**src/verilog/ffc_map.vh**
```
// register map, field positions and reset values of the frame fifo controller
// assumes byte addressing on a 32-bit avalon-mm slave port
`ifndef FFC_MAP_VH
`define FFC_MAP_VH

// register byte offsets
`define FFC_OFF_TX_CTL     8'hc4
`define FFC_OFF_RX_END     8'hc8
`define FFC_OFF_TX_END     8'hcc
`define FFC_OFF_FLOW_WM    8'hd0
`define FFC_OFF_RX_PATH    8'hd4
`define FFC_OFF_TX_PATH    8'hd8

// tx_fifo_control fields
`define FFC_TXEN_BIT       31
`define FFC_TXRST_BIT      30
`define FFC_TXDIS_BIT      20
`define FFC_USED_HI        15

// end-address fields
`define FFC_RX_END_W       7
`define FFC_TX_END_W       6
`define FFC_RX_END_RST     7'h17
`define FFC_TX_END_RST     6'h17

// flow_watermarks fields
`define FFC_WM_ON_LO       0
`define FFC_WM_OFF_LO      8
`define FFC_WM_W           7
`define FFC_WM_RST         7'h00

// watermark unit is 512 bytes, one end-field step is 128 dwords = 512 bytes
`define FFC_UNIT_SHIFT     9

`endif

```
**src/verilog/ffc_top.v**
```verilog
// frame fifo controller: tx enable/disable/reset, fifo sizing, occupancy, pause watermarks
// assumes one clock, avalon-mm register access, mac and usb stages synchronous to clk_sys
//
// The Avalon-MM interface to the registers was chosen for this implementation.
`timescale 1ns/1ps
`include "ffc_map.vh"

module ffc_top #(
  parameter LEN_W   = 14,
  parameter EXTRA_W = 8,
  parameter Q_DEPTH = 16,
  parameter Q_PTR_W = 4
) (
  // clock, reset, enable
  input  wire               clk_sys,
  input  wire               sys_rst,
  input  wire               clkEn,
  // avalon-mm slave
  input  wire [7:0]         avs_address,
  input  wire               avs_read,
  input  wire               avs_write,
  input  wire [31:0]        avs_writedata,
  input  wire [3:0]         avs_byteenable,
  output reg  [31:0]        avs_readdata,
  output reg                avs_waitrequest,
  // usb staging fifo occupancy
  input  wire [15:0]        usbOutStageBytes,
  input  wire [15:0]        usbInStageBytes,
  // tx frame store from usb side
  input  wire               txFrameWr,
  input  wire [LEN_W-1:0]   txFrameLen,
  input  wire [EXTRA_W-1:0] txFrameExtra,
  output reg                txWrReady_r,
  output reg                usbInFlush_r,
  // mac transmit
  input  wire               macTxReq,
  input  wire               macTxDone,
  input  wire               macTxRetry,
  input  wire               halfDuplex,
  output reg                txStart_r,
  output reg                txActive_r,
  output reg                txDiscard_r,
  // mac receive store and usb drain
  input  wire               rxFrameWr,
  input  wire [LEN_W-1:0]   rxFrameLen,
  input  wire [EXTRA_W-1:0] rxFrameExtra,
  input  wire               rxFrameRd,
  output reg                rxWrReady_r,
  // pause frame request
  output reg                pauseReq_r
);

  // tx control states
  localparam [1:0]           ST_OFF   = 2'h0;
  localparam [1:0]           ST_ON    = 2'h1;
  localparam [1:0]           ST_DRAIN = 2'h2;

  reg  [1:0]                 ctlState_r;
  reg                        txEnable_r;
  reg                        txRst_r;
  reg                        txDisabled_r;
  reg  [`FFC_RX_END_W-1:0]   rxEnd_r;
  reg  [`FFC_TX_END_W-1:0]   txEnd_r;
  reg  [`FFC_WM_W-1:0]       wmOn_r;
  reg  [`FFC_WM_W-1:0]       wmOff_r;
  wire                       busAct;
  wire                       wrAct;
  wire                       rdAct;
  wire [15:0]                tx_fifo_bytes_used;
  wire [15:0]                rx_fifo_bytes_used;
  wire                       txQNotFull;
  wire                       txQNotEmpty;
  wire                       rxQNotFull;
  wire                       txDiscardEv;
  wire                       txPop;
  wire                       txStartEv;
  wire                       disableDone;
  wire [`FFC_WM_W-1:0]       rxUnits;
  wire [31:0]                wmMerged;
  wire [31:0]                rxEndMerged;
  wire [31:0]                txEndMerged;
  reg  [31:0]                rdMux;

  // byte-lane merge of a write into a register image
  function [31:0] beMerge;
    input [31:0] old;
    input [31:0] wd;
    input [3:0]  be;
    integer      i;
    begin
      beMerge = old;
      for (i = 0; i < 4; i = i + 1)
        if (be[i])
          beMerge[i*8 +: 8] = wd[i*8 +: 8];
    end
  endfunction

  // fifo capacity in bytes: (field*128+127+1) dwords
  function [16:0] capBytes;
    input [6:0] endField;
    begin
      capBytes = {1'b0, endField, 9'h000} + 17'h00200;
    end
  endfunction

  // combined path occupancy, saturating to the 16-bit field
  function [15:0] addSat16;
    input [15:0] a;
    input [15:0] b;
    reg   [16:0] s;
    begin
      s        = {1'b0, a} + {1'b0, b};
      addSat16 = s[16] ? 16'hffff : s[15:0];
    end
  endfunction

  // bus handshake: one wait cycle, then waitrequest low for one cycle
  assign busAct = (avs_read | avs_write) & avs_waitrequest & clkEn;
  assign wrAct  = busAct & avs_write;
  assign rdAct  = busAct & avs_read & ~avs_write;

  assign wmMerged    = beMerge({17'h0, wmOff_r, 1'b0, wmOn_r}, avs_writedata, avs_byteenable);
  assign rxEndMerged = beMerge({25'h0, rxEnd_r}, avs_writedata, avs_byteenable);
  assign txEndMerged = beMerge({26'h0, txEnd_r}, avs_writedata, avs_byteenable);

  // mac transmit sequencing
  assign txStartEv   = (ctlState_r == ST_ON) & txEnable_r & ~txActive_r & txQNotEmpty
                       & macTxReq & ~txRst_r;
  assign txDiscardEv = txActive_r & macTxRetry & ~macTxDone & halfDuplex & ~txEnable_r;
  assign txPop       = txActive_r & (macTxDone | txDiscardEv) & ~txRst_r;
  assign disableDone = (ctlState_r == ST_DRAIN) & ~txActive_r;

  ffc_charge_q #(
    .LEN_W     (LEN_W),
    .EXTRA_W   (EXTRA_W),
    .DEPTH     (Q_DEPTH),
    .PTR_W     (Q_PTR_W)
  ) txQueue (
    .clk_sys   (clk_sys),
    .sys_rst   (sys_rst),
    .clkEn     (clkEn),
    .flush     (txRst_r),
    .push      (txFrameWr),
    .pushLen   (txFrameLen),
    .pushExtra (txFrameExtra),
    .pop       (txPop),
    .usedBytes (tx_fifo_bytes_used),
    .notFull   (txQNotFull),
    .notEmpty  (txQNotEmpty)
  );

  ffc_charge_q #(
    .LEN_W     (LEN_W),
    .EXTRA_W   (EXTRA_W),
    .DEPTH     (Q_DEPTH),
    .PTR_W     (Q_PTR_W)
  ) rxQueue (
    .clk_sys   (clk_sys),
    .sys_rst   (sys_rst),
    .clkEn     (clkEn),
    .flush     (1'b0),
    .push      (rxFrameWr),
    .pushLen   (rxFrameLen),
    .pushExtra (rxFrameExtra),
    .pop       (rxFrameRd),
    .usedBytes (rx_fifo_bytes_used),
    .notFull   (rxQNotFull),
    .notEmpty  ()
  );

  assign rxUnits = rx_fifo_bytes_used[15:`FFC_UNIT_SHIFT];

  // register read mux; unmapped offsets read zero
  always @*
  begin
    rdMux = 32'h0000_0000;
    if (avs_address == `FFC_OFF_TX_CTL)
    begin
      rdMux[`FFC_TXEN_BIT]  = txEnable_r;
      rdMux[`FFC_TXRST_BIT] = txRst_r;
      rdMux[`FFC_TXDIS_BIT] = txDisabled_r;
      rdMux[`FFC_USED_HI:0] = tx_fifo_bytes_used;
    end
    else if (avs_address == `FFC_OFF_RX_END)
      rdMux[`FFC_RX_END_W-1:0] = rxEnd_r;
    else if (avs_address == `FFC_OFF_TX_END)
      rdMux[`FFC_TX_END_W-1:0] = txEnd_r;
    else if (avs_address == `FFC_OFF_FLOW_WM)
    begin
      rdMux[`FFC_WM_ON_LO +: `FFC_WM_W]  = wmOn_r;
      rdMux[`FFC_WM_OFF_LO +: `FFC_WM_W] = wmOff_r;
    end
    else if (avs_address == `FFC_OFF_RX_PATH)
      rdMux = {addSat16(usbOutStageBytes, rx_fifo_bytes_used), usbOutStageBytes};
    else if (avs_address == `FFC_OFF_TX_PATH)
      rdMux = {addSat16(usbInStageBytes, tx_fifo_bytes_used), usbInStageBytes};
  end

  // bus slave and configuration registers
  always @(posedge clk_sys)
  begin
    if (sys_rst)
    begin
      avs_waitrequest <= 1'b1;
      avs_readdata    <= 32'h0000_0000;
      rxEnd_r         <= `FFC_RX_END_RST;
      txEnd_r         <= `FFC_TX_END_RST;
      wmOn_r          <= `FFC_WM_RST;
      wmOff_r         <= `FFC_WM_RST;
    end
    else if (clkEn)
    begin
      avs_waitrequest <= ~busAct;
      if (rdAct)
        avs_readdata <= rdMux;
      if (wrAct)
      begin
        if (avs_address == `FFC_OFF_RX_END)
          rxEnd_r <= rxEndMerged[`FFC_RX_END_W-1:0];
        else if (avs_address == `FFC_OFF_TX_END)
          txEnd_r <= txEndMerged[`FFC_TX_END_W-1:0];
        else if (avs_address == `FFC_OFF_FLOW_WM)
        begin
          wmOn_r  <= wmMerged[`FFC_WM_ON_LO +: `FFC_WM_W];
          wmOff_r <= wmMerged[`FFC_WM_OFF_LO +: `FFC_WM_W];
        end
      end
    end
  end

  // tx control: enable, self-clearing reset, disable sequence
  always @(posedge clk_sys)
  begin
    if (sys_rst)
    begin
      txEnable_r   <= 1'b0;
      txRst_r      <= 1'b0;
      txDisabled_r <= 1'b0;
      usbInFlush_r <= 1'b0;
      ctlState_r   <= ST_OFF;
    end
    else if (clkEn)
    begin
      // reset bit stands one cycle, then reads back zero
      txRst_r      <= wrAct & (avs_address == `FFC_OFF_TX_CTL) & avs_byteenable[3]
                      & avs_writedata[`FFC_TXRST_BIT];
      usbInFlush_r <= txRst_r;
      if (wrAct && (avs_address == `FFC_OFF_TX_CTL) && avs_byteenable[3])
        txEnable_r <= avs_writedata[`FFC_TXEN_BIT];
      // set beats a same-cycle write-one clear
      if (disableDone)
        txDisabled_r <= 1'b1;
      else if (wrAct && (avs_address == `FFC_OFF_TX_CTL) && avs_byteenable[2]
               && avs_writedata[`FFC_TXDIS_BIT])
        txDisabled_r <= 1'b0;
      case (ctlState_r)
        ST_OFF:
          if (txEnable_r)
            ctlState_r <= ST_ON;
        ST_ON:
          if (!txEnable_r)
            ctlState_r <= ST_DRAIN;
        ST_DRAIN:
          if (txEnable_r)
            ctlState_r <= ST_ON;
          else if (disableDone)
            ctlState_r <= ST_OFF;
        default:
          ctlState_r <= ST_OFF;
      endcase
    end
  end

  // mac transmit side
  always @(posedge clk_sys)
  begin
    if (sys_rst)
    begin
      txStart_r   <= 1'b0;
      txActive_r  <= 1'b0;
      txDiscard_r <= 1'b0;
    end
    else if (clkEn)
    begin
      txStart_r   <= txStartEv;
      txDiscard_r <= txDiscardEv & ~txRst_r;
      if (txRst_r)
        txActive_r <= 1'b0;
      else if (txStartEv)
        txActive_r <= 1'b1;
      else if (txPop)
        txActive_r <= 1'b0;
    end
  end

  // space flags, pause hysteresis
  always @(posedge clk_sys)
  begin
    if (sys_rst)
    begin
      txWrReady_r <= 1'b0;
      rxWrReady_r <= 1'b0;
      pauseReq_r  <= 1'b0;
    end
    else if (clkEn)
    begin
      // one cycle of lag: the queue itself drops a push when full
      txWrReady_r <= txQNotFull & ~txRst_r & ({1'b0, tx_fifo_bytes_used} < capBytes({1'b0, txEnd_r}));
      rxWrReady_r <= rxQNotFull & ({1'b0, rx_fifo_bytes_used} < capBytes(rxEnd_r));
      if (!pauseReq_r && (rxUnits >= wmOn_r))
        pauseReq_r <= 1'b1;
      else if (pauseReq_r && (rxUnits <= wmOff_r))
        pauseReq_r <= 1'b0;
    end
  end

endmodule // ffc_top

```
**src/verilog/ffc_charge_q.v**
```verilog
// per-frame byte-charge queue with a running byte-occupancy count
// assumes push and pop are one-cycle pulses synchronous to clk_sys
`timescale 1ns/1ps

module ffc_charge_q #(
  parameter LEN_W   = 14,
  parameter EXTRA_W = 8,
  parameter DEPTH   = 16,
  parameter PTR_W   = 4
) (
  // clock, reset, enable
  input  wire               clk_sys,
  input  wire               sys_rst,
  input  wire               clkEn,
  input  wire               flush,
  // frame stored
  input  wire               push,
  input  wire [LEN_W-1:0]   pushLen,
  input  wire [EXTRA_W-1:0] pushExtra,
  // frame released
  input  wire               pop,
  // state
  output wire [15:0]        usedBytes,
  output wire               notFull,
  output wire               notEmpty
);

  localparam [PTR_W:0] FULL_CNT = DEPTH[PTR_W:0];

  reg  [15:0]      mem [0:DEPTH-1];
  reg  [PTR_W-1:0] wrPtr_r;
  reg  [PTR_W-1:0] rdPtr_r;
  reg  [PTR_W:0]   count_r;
  reg  [15:0]      used_r;
  reg  [15:0]      used_nxt;
  wire             pushOk;
  wire             popOk;
  wire [15:0]      pushCharge;

  // length padded to a dword plus stored command words and checksums
  function [15:0] frameCharge;
    input [LEN_W-1:0]   len;
    input [EXTRA_W-1:0] extra;
    reg   [15:0]        padded;
    begin
      padded      = ({{(16-LEN_W){1'b0}}, len} + 16'h0003) & 16'hfffc;
      frameCharge = padded + {{(16-EXTRA_W){1'b0}}, extra};
    end
  endfunction

  assign pushCharge = frameCharge(pushLen, pushExtra);
  // a push into a full queue is dropped; the source must watch notFull
  assign pushOk     = push & (count_r != FULL_CNT);
  assign popOk      = pop & (count_r != {(PTR_W+1){1'b0}});
  assign notFull    = (count_r != FULL_CNT);
  assign notEmpty   = (count_r != {(PTR_W+1){1'b0}});
  assign usedBytes  = used_r;

  always @*
  begin
    used_nxt = used_r;
    if (pushOk)
      used_nxt = used_nxt + pushCharge;
    if (popOk)
      used_nxt = used_nxt - mem[rdPtr_r];
  end

  always @(posedge clk_sys)
  begin
    if (pushOk && clkEn && !sys_rst && !flush)
      mem[wrPtr_r] <= pushCharge;
  end

  always @(posedge clk_sys)
  begin
    if (sys_rst)
    begin
      wrPtr_r <= {PTR_W{1'b0}};
      rdPtr_r <= {PTR_W{1'b0}};
      count_r <= {(PTR_W+1){1'b0}};
      used_r  <= 16'h0000;
    end
    else if (clkEn)
    begin
      if (flush)
      begin
        wrPtr_r <= {PTR_W{1'b0}};
        rdPtr_r <= {PTR_W{1'b0}};
        count_r <= {(PTR_W+1){1'b0}};
        used_r  <= 16'h0000;
      end
      else
      begin
        if (pushOk)
          wrPtr_r <= wrPtr_r + {{(PTR_W-1){1'b0}}, 1'b1};
        if (popOk)
          rdPtr_r <= rdPtr_r + {{(PTR_W-1){1'b0}}, 1'b1};
        if (pushOk && !popOk)
          count_r <= count_r + {{PTR_W{1'b0}}, 1'b1};
        else if (popOk && !pushOk)
          count_r <= count_r - {{PTR_W{1'b0}}, 1'b1};
        used_r <= used_nxt;
      end
    end
  end

endmodule // ffc_charge_q

```
**config.mk**
```make
export PLATFORM = sky130hd
export DESIGN_NAME = ffc_top
export DESIGN_NICKNAME = d
export VERILOG_FILES = /design/src/verilog/ffc_top.v /design/src/verilog/ffc_charge_q.v
export VERILOG_INCLUDE_DIRS = /design/src /design/src/verilog
export SDC_FILE = /design/constraint.sdc
export NUM_CORES = 1
export LEC_CHECK = 0
export BUFFER_PORTS_ARGS = -buffer_cell sky130_fd_sc_hd__buf_2
export CAP_MARGIN = 20
export CORE_AREA = 4 4 288 290
export CTS_CLUSTER_DIAMETER = 100
export CTS_CLUSTER_SIZE = 40
export DETAILED_ROUTE_END_ITERATION = 12
export DIE_AREA = 0 0 292 294
export PLACE_DENSITY = 0.66
export SETUP_SLACK_MARGIN = 0.05
export SLEW_MARGIN = 10
export SYNTH_ARGS = -nofsm -noshare
export SYNTH_HDL_FRONTEND = slang
export SYNTH_SLANG_ARGS = --single-unit
```
**constraint.sdc**
```tcl
create_clock -name clk_sys -period 7.5 [get_ports clk_sys]
set_clock_uncertainty 0.15 [all_clocks]
set_input_delay 1.5 -clock clk_sys [delete_from_list [all_inputs] [get_ports clk_sys]]
set_output_delay 1.5 -clock clk_sys [all_outputs]
set_load 0.005 [all_outputs]
```
==> results.md <==
- Status: complete, no violations
- Row cnt: 104
- H-tree Lvls: 1
- # fillers: 7141
- Overall routed net length: 83.1 mm
- Maxcap violations: 0
- I/O pins: 172
- Crit path cell chain: buf_2 -> o21a_1 -> nor2_1 -> ha_1 -> inv_1 -> fa_1 -> xnor2_1 -> ha_1 -> inv_1 -> o21ba_2 -> o21ai_0 -> a41oi_1 -> nor2b_1 -> xnor2_1 -> o21ai_0 -> ha_1 -> or3_1 -> a311oi_2 -> o21ai_1 -> a31oi_1 -> mux2i_1 -> o211ai_1 -> o31ai_1 -> mux2_1
- WP data arrival: between 7 and 8 ns
- Detailed placer's ending HPWL: 58.6 mm
- Synthesized cell area: 31800 um2
- Die X: 292 um
- Crit-path most repeated cell: ha_1
- PD cells: 240 nW/um2
- GRT Util Overall: 18.7%
- Setup crit start kind: primary input
- Slowest CP cell: xnor2_1
- CP Buf/Inv Count: 3
- Max Slew Vio Count: 0
- Final #Nets: 2880
- Layout cell share with drive strength beyond 1: 17.5%
- CTS tree: yes
- IO buf count: around 160
- Via count of the first global-routing pass: ~20000
- Post CTS Setup Buffer Count: 0
- Critical path class: primary input to flip-flop
- Count leader, synth: edfxtp_1
- First-pass detailed-route iteration total: 5
- Cell taking the most area after synthesis: edfxtp_1
- Area grow syn2layout: 10.7%
- Mapped Cells: 2392
- Remaining DRCs: 0
- Root Driver: clkbuf_16
- Post-synth top area share: 48.3%
- Maximum VDD drop: 0.229 mV
- R2R cell count: 18
- Worst Hold Class: flip-flop to flip-flop
- Ys async rst share: 0%
- Core Util, Final: between 40% and 50%
- Via count: 20600
- #FFs+latches synth: 650
- Most used flip-flop cell after synthesis: edfxtp_1
- Clock transition at path regs: 0.13 ns
- Crit path max-delay family: compound AO/OA/AOI/OAI gates
- Die Area: ~86000 um2
- Die span in y: roughly 290 um
- Initial core utilization: 39.6%
- Core area: approximately 80000 um2
- Placer Congestion: 0.982
- Worst Max-Slew Pin Slew: 1.05 ns
- Leak: 0.0125 uW
- Yosys warning count: 0
- Fin crit period: 6.93 ns
- First-pass GRT wire length: 124 mm
- TritonCTS Buffers: 24
- CTS max path bufs: 3
- Post-DRT Antenna Nets: 0
- Max incr delay on CP: 0.82 ns
- Critical Path Fanout Max: 11
- Post-DR vias/cell: 5.62
- Crit. path cell count: 24
- Post-synth EDFFs: slightly above 500
- Slew headroom: 29.5%
- Final period utilization: 92.4%
- Clk sinks: 650
- Final hold violations: 0
- Hold depth: 2
- DR iter-0 viols: roughly 1700
- Max Clock Freq: 0.144 GHz
- Distinct cells, synth: 74
- Wire length per cell: ~23 um
- Largest net degree at the start of global routing: 77
- Post-CTS Hold Fix Bufs: 0
- TNS Setup: 0 ns
- Initial antenna violation count: 4
- Top cells by count, synth: 512 x edfxtp_1, 224 x nor2_1, 159 x mux4_2
- WP data required: a little under 8 ns
- Avg Cell Area, Syn: 13.3 um2
- Gr ovfl total: 0
- FF-to-FF setup slack: between 2 and 2.5 ns
- Sequential fraction of the synthesis area: 57.0%
- Critical path endpoint category: flip-flop
- Setup violators final: 0
- Worst-Skew Late Latency: 0.62 ns
- Unrepaired setup endpoints after global routing: no
- Largest cells by area after synthesis: edfxtp_1 48%, mux4_2 11%, dfxtp_1 8.7%
- Post-CTS sizing: 0
per-stage QoR:
step                      setup WS (ns)  total power [uW]  hold WS, ns  instances  cell area, um2
after detailed placement      0.0000449              6630        0.310       3623           34300
final                             0.573              8430        0.333       3667           35200
after global placement            0.189              6520        0.304       3623           34300
after floorplan                   0.529              5980        0.299       2423           31900
after CTS                         0.636              8480        0.331       3664           35200
after global routing              0.143              8890        0.350       3664           35200
final cells by class:
class                   count  area (um2)  share of cell area (%)
repair buffers            238        1400                    3.97
flip-flops and latches    650       18100                    51.5
well taps                1060        1330                    3.77
diodes                      3        7.51                  0.0213
clock inverters             9         219                   0.622
multi-input cells        1579       13100                    37.1
clock buffers              32         673                    1.91
inverters                  96         360                    1.02
cell usage in the layout (no fill, tap or decap), types with 46 or more instances in the layout:
| cell | count |
|---|---|
| a21oi_1 | 134 |
| nand2_1 | 154 |
| nor2_1 | 224 |
| xnor2_1 | 75 |
| dfxtp_1 | 134 |
| nor3_1 | 46 |
| buf_4 | 83 |
| buf_2 | 155 |
| inv_1 | 95 |
| mux4_2 | 159 |
| ha_1 | 149 |
| edfxtp_1 | 512 |
| o21ai_0 | 99 |
| mux2i_1 | 58 |
kinds of logic (layout without fill, tap and decap cells):
family          Yosys count  in the layout  synth area share [%]
buf+inv                 194            375                  2.32
compound gates          442            442                  8.90
fa+ha+maj               162            162                  6.58
other cells               1             35                0.0118
flops                   650            650                  57.0
xor+xnor                120            120                  3.30
mux                     223            223                  13.3
simple gates            600            600                  8.56
registers in the layout, indices dropped and copies added, names as in the netlist, 2 cells and up, named ones only:
register,cells
rxQueue.rdPtr_r,4
txQueue.rdPtr_r,4
txEnd_r,6
txQueue.count_r,5
ctlState_r,2
wmOn_r,7
rxEnd_r,7
wmOff_r,7
rxQueue.mem,256
rxQueue.usedBytes,16
txQueue.usedBytes,16
avs_readdata,32
txQueue.mem,256
rxQueue.wrPtr_r,4
rxQueue.count_r,5
txQueue.wrPtr_r,4
power by group:
part | internal, uW | switching [uW]
Clock | 703 | 1170
Sequential | 4040 | 167
Combinational | 1040 | 1310
worst reg2reg max path: cells and delay by family (launching register included):
kind                       cells  cell delay [ns]
DFF                            1             0.39
xor gates and xnor gates       1             0.18
AOI/OAI and AO/OA              8             2.14
and+or+nand+nor                4             1.12
adders and majority gates      2             0.68
buffers and inverters          2             0.36
muxes                          1             0.27
layer usage:
metal	wire length [um]	global-route usage, %	vias up	part of all wire, %
met5	0	0	-	0
met4	2710	5.81	0	3.3
met3	5280	2.11	104	6.4
met2	40400	32.2	747	49
met1	34800	25.1	10300	42
li1	-	-	9448	-
path summary, 6_finish.rpt:
kind | startpoint | endpoint
hold / removal | avs_readdata[27]$_SDFFE_PP0P_ | avs_readdata[27]$_SDFFE_PP0P_
hold reg to reg | avs_readdata[27]$_SDFFE_PP0P_ | avs_readdata[27]$_SDFFE_PP0P_
setup / recovery | rxFrameLen[0] | rxQueue.usedBytes[15]$_SDFFE_PP0P_
setup reg to reg | rxQueue.count_r[0]$_SDFFE_PP0P_ | rxQueue.usedBytes[14]$_SDFFE_PP0P_
Power figures use the tool's default switching activity.
